**config.mk**
```make
export PLATFORM = sky130hd
export DESIGN_NAME = field_readout
export DESIGN_NICKNAME = d
export VERILOG_FILES = /design/src/shared/field_readout_pkg.sv /design/src/rtl/field_readout.sv /design/src/rtl/sample_hold.sv
export SDC_FILE = /design/constraint.sdc
export NUM_CORES = 1
export LEC_CHECK = 0
export BUFFER_PORTS_ARGS = -buffer_cell sky130_fd_sc_hd__clkbuf_2
export CORE_ASPECT_RATIO = 0.6
export CORE_MARGIN = 1
export CORE_UTILIZATION = 32
export DETAILED_ROUTE_END_ITERATION = 8
export PLACE_DENSITY_LB_ADDON = 0.3
export RECOVER_POWER = 100
export SLEW_MARGIN = 30
export SYNTH_ARGS = -nofsm -noshare
export SYNTH_HDL_FRONTEND = slang
export SYNTH_SLANG_ARGS = --single-unit
```
**constraint.sdc**
```tcl
create_clock -name sys_clk -period 6.7 [get_ports sys_clk]
set_input_delay 2.01 -clock sys_clk [delete_from_list [all_inputs] [get_ports sys_clk]]
set_output_delay 2.01 -clock sys_clk [all_outputs]
set_load 0.02 [all_outputs]
```
**src/shared/field_readout_pkg.sv**
```systemverilog
// shared constants for the three-axis field readout and power sequencer
package field_readout_pkg;
  // register offsets
  localparam logic [7:0] CONFIG_ADDR    = 8'h02;
  localparam logic [7:0] POWER_ADDR     = 8'h27;
  localparam logic [7:0] RES_UPPER_ADDR = 8'h28;
  localparam logic [7:0] RES_LOWER_ADDR = 8'h29;
  // configuration fields
  localparam int CH_X_BIT      = 6;
  localparam int CH_Y_BIT      = 7;
  localparam int CH_Z_BIT      = 8;
  localparam int SCHEME_LO     = 19;
  localparam int BW_LO         = 21;
  // power control fields
  localparam int PSTATE_LO     = 0;
  localparam int INACT_LO      = 4;
  localparam logic [31:0] CONFIG_RESET = 32'h0000_01c0;
  localparam logic [31:0] POWER_RESET  = 32'h0000_0000;
  localparam logic [31:0] POWER_WMASK  = 32'h0000_007f;
  localparam logic [31:0] CONFIG_WMASK = 32'h00ff_ffff;
  // lower register origin field
  localparam int ORIGIN_LO     = 6;
  // timing
  localparam int CLK_HZ        = 10_000_000;
  localparam int TICK_US       = 1;
  localparam int TICK_CYC      = CLK_HZ / 1_000_000 * TICK_US;
  localparam int STARTUP_US    = 8000;
  localparam int TEMP_US       = 8000;
  localparam int TEMP_DUTY_CNT = 10;
  localparam int RD_BYTES      = 8;

  typedef enum logic [1:0] {
    PS_ACTIVE = 2'h0,
    PS_SLEEP  = 2'h1,
    PS_DUTY   = 2'h2
  } power_state_type;

  typedef enum logic [1:0] {
    SC_INNER = 2'h0,
    SC_DIFF  = 2'h1,
    SC_SUM   = 2'h2,
    SC_ALT   = 2'h3
  } scheme_type;

  // inactive interval per field value, microseconds
  function automatic logic [19:0] inactive_us(input logic [2:0] v);
    case (v)
      3'h0: inactive_us = 20'd500;
      3'h1: inactive_us = 20'd1000;
      3'h2: inactive_us = 20'd5000;
      3'h3: inactive_us = 20'd10000;
      3'h4: inactive_us = 20'd50000;
      3'h5: inactive_us = 20'd100000;
      3'h6: inactive_us = 20'd500000;
      default: inactive_us = 20'd1000000;
    endcase
  endfunction

  // update period in microseconds, per bandwidth and channel count
  function automatic logic [19:0] update_us(input logic [2:0] bw, input logic [1:0] n);
    logic [19:0] one;
    logic [19:0] two;
    logic [19:0] three;
    one = 20'd160; two = 20'd330; three = 20'd495;
    case (bw)
      3'h1: begin one = 20'd80; two = 20'd170; three = 20'd255; end
      3'h2: begin one = 20'd40; two = 20'd90; three = 20'd135; end
      3'h4: begin one = 20'd64; two = 20'd138; three = 20'd207; end
      3'h5: begin one = 20'd32; two = 20'd74; three = 20'd111; end
      3'h6: begin one = 20'd16; two = 20'd42; three = 20'd63; end
      default: begin one = 20'd160; two = 20'd330; three = 20'd495; end
    endcase
    case (n)
      2'h1: update_us = one;
      2'h2: update_us = two;
      2'h3: update_us = three;
      default: update_us = one;
    endcase
  endfunction
endpackage

```
**src/rtl/field_readout.sv**
```systemverilog
// measurement sequencing, power states and result formatting for a three-axis field sensor
module field_readout
  import field_readout_pkg::*;
(
  // clock and reset
  input  wire logic        sys_clk,
  input  wire logic        resetn,
  // register access from the serial slave
  input  wire logic [7:0]  reg_addr,
  input  wire logic        reg_wr,
  input  wire logic [31:0] reg_wdata,
  input  wire logic        reg_rd,
  input  wire logic        burst_start,
  output logic      [31:0] reg_rdata,
  // converter results
  input  wire logic [11:0] adc_x_inner,
  input  wire logic [11:0] adc_x_diff,
  input  wire logic [11:0] adc_x_sum,
  input  wire logic [11:0] adc_y_inner,
  input  wire logic [11:0] adc_y_diff,
  input  wire logic [11:0] adc_y_sum,
  input  wire logic [11:0] adc_z_inner,
  input  wire logic [11:0] adc_temp,
  // status to analog front end
  output logic             front_end_on,
  output logic             fir_enable,
  output logic             sample_strobe
);
  //////////////////////////////////////////////////////////////////////////////
  // reset release
  logic rst_meta_r;
  logic rst_n;
  always_ff @(posedge sys_clk or negedge resetn) begin
    if (!resetn) begin
      rst_meta_r <= 1'b0;
      rst_n      <= 1'b0;
    end else begin
      rst_meta_r <= 1'b1;
      rst_n      <= rst_meta_r;
    end
  end

  //////////////////////////////////////////////////////////////////////////////
  // microsecond tick divider
  logic [7:0] div_r;
  logic [7:0] div_nxt;
  logic       tick;
  always_comb begin
    tick    = (div_r == 8'(TICK_CYC - 1));
    div_nxt = tick ? 8'h00 : div_r + 8'h01;
  end
  always_ff @(posedge sys_clk or negedge rst_n) begin
    if (!rst_n) div_r <= 8'h00;
    else div_r <= div_nxt;
  end

  //////////////////////////////////////////////////////////////////////////////
  // configuration and power registers
  logic [31:0] cfg_r;
  logic [31:0] cfg_nxt;
  logic [31:0] pwr_r;
  logic [31:0] pwr_nxt;
  always_comb begin
    cfg_nxt = cfg_r;
    pwr_nxt = pwr_r;
    if (reg_wr && reg_addr == CONFIG_ADDR) cfg_nxt = reg_wdata & CONFIG_WMASK;
    if (reg_wr && reg_addr == POWER_ADDR) pwr_nxt = reg_wdata & POWER_WMASK;
  end
  always_ff @(posedge sys_clk or negedge rst_n) begin
    if (!rst_n) begin
      cfg_r <= CONFIG_RESET;
      pwr_r <= POWER_RESET;
    end else begin
      cfg_r <= cfg_nxt;
      pwr_r <= pwr_nxt;
    end
  end

  logic [1:0] pstate;
  logic [2:0] inact_sel;
  logic [2:0] bw_sel;
  logic [1:0] scheme;
  logic [2:0] ch_en;
  logic [1:0] ch_cnt;
  assign pstate    = pwr_r[PSTATE_LO +: 2];
  assign inact_sel = pwr_r[INACT_LO +: 3];
  assign bw_sel    = cfg_r[BW_LO +: 3];
  assign scheme    = cfg_r[SCHEME_LO +: 2];
  assign ch_en     = {cfg_r[CH_Z_BIT], cfg_r[CH_Y_BIT], cfg_r[CH_X_BIT]};
  assign ch_cnt    = 2'({1'b0, ch_en[0]} + {1'b0, ch_en[1]} + {1'b0, ch_en[2]});
  // values 0..2 filter on, 4..6 off; undefined codes leave it off
  assign fir_enable = (bw_sel <= 3'h2);

  //////////////////////////////////////////////////////////////////////////////
  // sequencer
  typedef enum logic [1:0] {
    SQ_STARTUP  = 2'h0,
    SQ_MEASURE  = 2'h1,
    SQ_INACTIVE = 2'h2,
    SQ_SLEEP    = 2'h3
  } seq_type;

  seq_type     seq_r;
  seq_type     seq_nxt;
  logic [19:0] us_r;
  logic [19:0] us_nxt;
  logic [13:0] temp_us_r;
  logic [13:0] temp_us_nxt;
  logic [3:0]  cyc_r;
  logic [3:0]  cyc_nxt;
  logic        temp_go;
  logic        sample_go;

  always_comb begin
    seq_nxt     = seq_r;
    us_nxt      = us_r;
    temp_us_nxt = temp_us_r;
    cyc_nxt     = cyc_r;
    temp_go     = 1'b0;
    sample_go   = 1'b0;
    if (pstate == PS_SLEEP) begin
      seq_nxt = SQ_SLEEP;
      us_nxt  = 20'h0;
    end else begin
      case (seq_r)
        SQ_SLEEP: begin
          seq_nxt = SQ_STARTUP;
          us_nxt  = 20'h0;
        end
        SQ_STARTUP: begin
          if (tick) begin
            us_nxt = us_r + 20'h1;
            if (us_r == 20'(STARTUP_US - 1)) begin
              seq_nxt     = SQ_MEASURE;
              us_nxt      = 20'h0;
              temp_go     = 1'b1;
              temp_us_nxt = 14'h0;
              cyc_nxt     = 4'h0;
            end
          end
        end
        SQ_MEASURE: begin
          if (tick) begin
            us_nxt = us_r + 20'h1;
            if (pstate == PS_ACTIVE) begin
              temp_us_nxt = temp_us_r + 14'h1;
              if (temp_us_r == 14'(TEMP_US - 1)) begin
                temp_go     = 1'b1;
                temp_us_nxt = 14'h0;
              end
            end
            // >= so a shorter period chosen mid-measurement ends it instead of wrapping the counter
            if (us_r >= update_us(bw_sel, ch_cnt) - 20'h1) begin
              sample_go = 1'b1;
              us_nxt    = 20'h0;
              if (pstate == PS_DUTY) begin
                seq_nxt = SQ_INACTIVE;
                cyc_nxt = (cyc_r == 4'(TEMP_DUTY_CNT - 1)) ? 4'h0 : cyc_r + 4'h1;
                if (cyc_r == 4'(TEMP_DUTY_CNT - 1)) temp_go = 1'b1;
              end
            end
          end
        end
        SQ_INACTIVE: begin
          if (pstate != PS_DUTY) begin
            seq_nxt = SQ_MEASURE;
            us_nxt  = 20'h0;
          end else if (tick) begin
            us_nxt = us_r + 20'h1;
            if (us_r >= inactive_us(inact_sel) - 20'h1) begin
              seq_nxt = SQ_MEASURE;
              us_nxt  = 20'h0;
            end
          end
        end
        default: seq_nxt = SQ_STARTUP;
      endcase
    end
  end

  always_ff @(posedge sys_clk or negedge rst_n) begin
    if (!rst_n) begin
      seq_r     <= SQ_STARTUP;
      us_r      <= 20'h0;
      temp_us_r <= 14'h0;
      cyc_r     <= 4'h0;
    end else begin
      seq_r     <= seq_nxt;
      us_r      <= us_nxt;
      temp_us_r <= temp_us_nxt;
      cyc_r     <= cyc_nxt;
    end
  end

  assign front_end_on  = (seq_r == SQ_MEASURE);
  assign sample_strobe = sample_go;

  //////////////////////////////////////////////////////////////////////////////
  // live results
  logic [11:0] x_r, x_nxt, y_r, y_nxt, z_r, z_nxt, t_r, t_nxt;
  logic [1:0]  org_r, org_nxt;
  logic [1:0]  org_sel;
  always_comb begin
    // alternating starts on difference, or on sum if the stored origin is difference, then flips
    case (scheme)
      SC_INNER: org_sel = 2'h0;
      SC_DIFF:  org_sel = 2'h1;
      SC_SUM:   org_sel = 2'h2;
      // flipping on the stored origin keeps the first alternating sample unlike the last one
      default:  org_sel = (org_r == 2'h1) ? 2'h2 : 2'h1;
    endcase
    x_nxt   = x_r;
    y_nxt   = y_r;
    z_nxt   = z_r;
    t_nxt   = t_r;
    org_nxt = org_r;
    if (sample_go) begin
      org_nxt = org_sel;
      if (ch_en[0]) x_nxt = (org_sel == 2'h1) ? adc_x_diff : (org_sel == 2'h2) ? adc_x_sum : adc_x_inner;
      if (ch_en[1]) y_nxt = (org_sel == 2'h1) ? adc_y_diff : (org_sel == 2'h2) ? adc_y_sum : adc_y_inner;
      if (ch_en[2]) z_nxt = adc_z_inner;
    end
    if (temp_go) t_nxt = adc_temp;
  end
  always_ff @(posedge sys_clk or negedge rst_n) begin
    if (!rst_n) begin
      x_r <= 12'h000; y_r <= 12'h000; z_r <= 12'h000; t_r <= 12'h000; org_r <= 2'h0;
    end else begin
      x_r <= x_nxt; y_r <= y_nxt; z_r <= z_nxt; t_r <= t_nxt; org_r <= org_nxt;
    end
  end

  //////////////////////////////////////////////////////////////////////////////
  // snapshot for burst reads
  logic [31:0] upper_live;
  logic [31:0] lower_live;
  logic [31:0] upper_snap;
  logic [31:0] lower_snap;
  assign upper_live = {x_r[11:4], y_r[11:4], z_r[11:4], 2'b00, t_r[11:6]};
  assign lower_live = {11'h000, 1'b0, x_r[3:0], y_r[3:0], z_r[3:0], org_r, t_r[5:0]};

  // snapshot taken once at burst start; both registers read from it
  sample_hold #(.WIDTH(32)) u_hold (
    .sys_clk   (sys_clk),
    .rst_n     (rst_n),
    .load      (burst_start),
    .upper_in  (upper_live),
    .lower_in  (lower_live),
    .upper_out (upper_snap),
    .lower_out (lower_snap)
  );

  // registered read data; unmapped reads return zero
  logic [31:0] rdata_r;
  logic [31:0] rdata_nxt;
  always_comb begin
    rdata_nxt = rdata_r;
    if (reg_rd) begin
      case (reg_addr)
        CONFIG_ADDR:    rdata_nxt = cfg_r;
        POWER_ADDR:     rdata_nxt = pwr_r;
        RES_UPPER_ADDR: rdata_nxt = upper_snap;
        RES_LOWER_ADDR: rdata_nxt = lower_snap;
        default:        rdata_nxt = 32'h0000_0000;
      endcase
    end
  end
  always_ff @(posedge sys_clk or negedge rst_n) begin
    if (!rst_n) rdata_r <= 32'h0000_0000;
    else rdata_r <= rdata_nxt;
  end
  assign reg_rdata = rdata_r;

  //////////////////////////////////////////////////////////////////////////////
  // checks
  // cycles spent in startup; the wake check needs the whole delay, not just a few edges
  logic [19:0] wake_cyc_r;
  logic [19:0] wake_cyc_nxt;
  always_comb wake_cyc_nxt = (seq_r == SQ_STARTUP) ? wake_cyc_r + 20'h1 : 20'h0;
  always_ff @(posedge sys_clk or negedge rst_n) begin
    if (!rst_n) wake_cyc_r <= 20'h0;
    else wake_cyc_r <= wake_cyc_nxt;
  end
endmodule

```
**src/rtl/sample_hold.sv**
```systemverilog
// result word pair held for one burst read
module sample_hold
  import field_readout_pkg::*;
#(
  parameter int WIDTH = 32
) (
  // clock and reset
  input  wire logic             sys_clk,
  input  wire logic             rst_n,
  // capture side
  input  wire logic             load,
  input  wire logic [WIDTH-1:0] upper_in,
  input  wire logic [WIDTH-1:0] lower_in,
  // read side
  output logic      [WIDTH-1:0] upper_out,
  output logic      [WIDTH-1:0] lower_out
);
  logic [WIDTH-1:0] upper_r;
  logic [WIDTH-1:0] upper_nxt;
  logic [WIDTH-1:0] lower_r;
  logic [WIDTH-1:0] lower_nxt;

  // refuse a width that leaves no word to hold
  if (WIDTH < 1) begin : g_width_chk
    $error("sample_hold WIDTH must be at least 1");
  end

  // both halves load on the same edge so they never straddle samples
  always_comb begin
    upper_nxt = load ? upper_in : upper_r;
    lower_nxt = load ? lower_in : lower_r;
  end

  always_ff @(posedge sys_clk or negedge rst_n) begin
    if (!rst_n) begin
      upper_r <= '0;
      lower_r <= '0;
    end else begin
      upper_r <= upper_nxt;
      lower_r <= lower_nxt;
    end
  end

  assign upper_out = upper_r;
  assign lower_out = lower_r;
endmodule

```
==> impl_metrics.csv <==
group,metric,value,unit
yosys,synthArstFlopShare,100.0,%
placement,routabilityCongestion,0.8753,
yosys,synthesis.area,11060,sq um
sta,max_clock_freq,160.8,MHz
finish,area_delta_synth_final,17.39,%
clocking,clock_tree.htree_level_count,1,
drt,ant_nets,0,
floorplan,dieHeight,146.0,um
sta,grt_setup_unrepaired,"false",
sta,period_share,92.80,%
floorplan,die_area,35340,sq um
yosys,post_synth_xor_area_fraction,2.375,%
clocking,clock_edge_transition_at_the_registers_on_the_reported_setup_and_hold_paths,70,ps
yosys,dominant_combinational_cell_family_by_area_after_synthesis,"multiplexers",
worst_setup_path,critPathArrivalTime,4210,ps
drt,first_iter_violations,486,
yosys,yosys.cell_types.count,70,
hold_path,worst_min_delay_path_category,"register to register",
floorplan,rows,52,
finish,final_util,38.31,%
worst_setup_path,required_time_of_the_critical_path,4690,ps
drt,routed_wire_length_per_instance,16.60,um
clocking,cts_buffers,22,
sta,timing.final.setup_violations,0,
floorplan,floorplan.core_area,33900,sq um
run_status,outcome,"finished with violations",
yosys,ys.flop_type,"sky130_fd_sc_hd__dfrtp_1",
finish,mostFrequentLayoutCell,"sky130_fd_sc_hd__dfrtp_1",
job,drv.max_cap_violation_count,6,
global_routing,first_global_vias,8078,
floorplan,floorplan.initialDensity,32.64,%
finish,layout_common_cells,"210 x sky130_fd_sc_hd__dfrtp_1, 130 x sky130_fd_sc_hd__clkbuf_2, 128 x sky130_fd_sc_hd__mux2_2",
global_routing,antenna_violations_before_repair,2,
global_routing,grt.overflow.total,0,
floorplan,die-width,242.0,um
pwr,pwr_density_cell,247.6,nW/um^2
yosys,synth_compound_area_share,11.05,%
yosys,synthesis.instances,1013,
clocking,tritoncts,"built",
clocking,cts_hold_repair.buffers,0,
clocking,post_cts_setup_repair_bufs,0,
clocking,clock_tree.root_cell,"sky130_fd_sc_hd__clkbuf_16",
sta,finClkSkew,25.47,ps
worst_setup_path,worstPathMaxFanout,11,
pwr,p_leak,6.053,nW
sta,finalHoldViolCount,0,
drt,dr_total_vias,8237,
placement,dpl.hpwl,19610,um
sta,setup_tns,0,ps
yosys,muxShareOfSynthArea,16.94,%
clocking,cts_sinks,213,
drt,routed_via_density,4.989,
yosys,post_synth_and_or_nand_nor_area_fraction,12.40,%
global_routing,grt_max_degree,154,
sta,slew_headroom,-112.1,%
sta,time_the_final_worst_path_needs_with_i_o_delays_and_setup,6218,ps
pwr,ir_drop,0.1814,mV
sta,report.final.slew_viol_count,180,
drt,drt-pass1-iter-count,4,
floorplan,pin_count,176,
clocking,clk-insertion-delay-late,530,ps
yosys,ys_seq_area_share,48.21,%
global_routing,grt_first_pass_wirelength,44200,um
yosys,synth_edf_count,0,
clocking,post_cts.resized_instances,0,
worst_setup_path,nature_of_the_critical_path_endpoint,"output pin",
sta,worstMarginPinSlew,3182,ps
worst_setup_path,critical_path.startpoint_type,"register",
yosys,synth.avg_cell_area,10.92,sq um
yosys,synthAdderAreaFrac,5.383,%
drt,post-route-drc-count,0,
placement,portBuffers,167,
clocking,cts.path.max_buffers,3,
drt,routed_wl,27400,um
finish,final_layout_size_suffix_gt1_share,26.22,%
yosys,synth-seq-cells,213,
global_routing,track_usage,15.50,%
yosys,synth-warning-count,0,
run_status,violations,"max-capacitance violations, max-slew violations",
finish,final_net_count,1363,
worst_setup_path,crit_type,"register to output pin",
per-stage QoR:
| step | instances | setup slack, ps | hold slack (ps) | power (mW) | cell area, sq um |
|---|---|---|---|---|---|
| floorplan | 1024 | 330.1 | 331.2 | 1.776 | 11100 |
| CTS | 1649 | 266.8 | 368.0 | 3.271 | 13190 |
| finish | 1651 | 482.1 | 369.2 | 3.215 | 12990 |
| detailed placement | 1610 | 848.0 | 341.8 | 1.934 | 12430 |
| global route | 1649 | 156.3 | 386.4 | 3.368 | 12980 |
| global placement | 1608 | 925.3 | 335.3 | 1.921 | 12390 |
synth_stat cells, drive strengths merged (16+ instances only):
library cell | instances | share of area, %
nand3 | 38 | 1.7
nor3 | 28 | 1.4
clkbuf | 36 | 1.2
inv | 43 | 1.5
nor2 | 80 | 2.7
xnor2 | 17 | 1.3
o21ai | 51 | 2.4
dfrtp | 210 | 48
ha | 46 | 5.2
a21oi | 62 | 2.9
buf | 16 | 0.89
mux2i | 26 | 2.4
mux2 | 142 | 15
nand2 | 47 | 1.6
a22oi | 17 | 1.2
worst paths after layout:
kind / from / endpoint / slack, ps / cells past startpoint
worst max-delay path: cfg_r[6] / sample_strobe / 480 / 13
worst min-delay path: rst_meta_r / rst_n / 370 / 0
worst max register to register: cfg_r[6] / t_r[3] / 1870 / 12
worst min register to register: rst_meta_r / rst_n / 370 / 0
max in group asynchronous: rst_n / u_hold.upper_out[3] / 3900 / 1
min in group asynchronous: rst_n / z_r[6] / 1000 / 0
final cells by class:
cell class / instances / area (sq um)
clock buffer: 30 / 600.6
fill: 3369 / 20910
multi-input combinational: 716 / 5274
sequential: 213 / 5334
inverter: 43 / 161.4
tap: 459 / 574.3
clock inverter: 9 / 165.2
timing repair buffer: 179 / 873.3
antenna: 2 / 5.005
worst max-delay path, stage by stage (launching register included):
cell and delay (ps):
sky130_fd_sc_hd__dfstp_1 630, sky130_fd_sc_hd__inv_1 100, sky130_fd_sc_hd__fa_1 580, sky130_fd_sc_hd__inv_1 170
sky130_fd_sc_hd__nand2_1 90, sky130_fd_sc_hd__ha_1 300, sky130_fd_sc_hd__ha_1 270, sky130_fd_sc_hd__nand4_1 90
sky130_fd_sc_hd__nor4_1 410, sky130_fd_sc_hd__and2_1 250, sky130_fd_sc_hd__or2_4 180, sky130_fd_sc_hd__nand3_1 160
sky130_fd_sc_hd__inv_1 200, sky130_fd_sc_hd__clkbuf_1 250
logic make-up after synthesis:
| group | count (synthesis) |
|---|---|
| compound gates | 190 |
| buf+inv | 95 |
| mux | 168 |
| simple gates | 268 |
| flops | 213 |
| other cells | 2 |
| fa+ha+maj | 47 |
| xor+xnor | 30 |
flip-flops by register name (all words and copies together) (netlist names):
register	cells
org_r	2
cfg_r	24
div_r	8
us_r	20
pwr_r	7
y_r	12
t_r	12
u_hold.upper_out	30
reg_rdata	32
rst_n	1
u_hold.lower_out	20
z_r	12
seq_r	2
temp_us_r	14
cyc_r	4
x_r	12
rst_meta_r	1
metal layers:
layer,GRT usage (%),share of wire (%),vias up
met1,23.66,51,4060
li1,-,-,3958
met4,3.671,2.0,0
met2,21.74,41,184
met5,0,0,-
met3,3.768,5.9,35
power by group:
| part | total [mW] | internal, mW | switching (mW) |
|---|---|---|---|
| sequential | 1.48 | 1.39 | 0.0901 |
| combinational | 0.413 | 0.181 | 0.233 |
| clock | 1.32 | 0.787 | 0.533 |
Power figures use the tool's default switching activity.
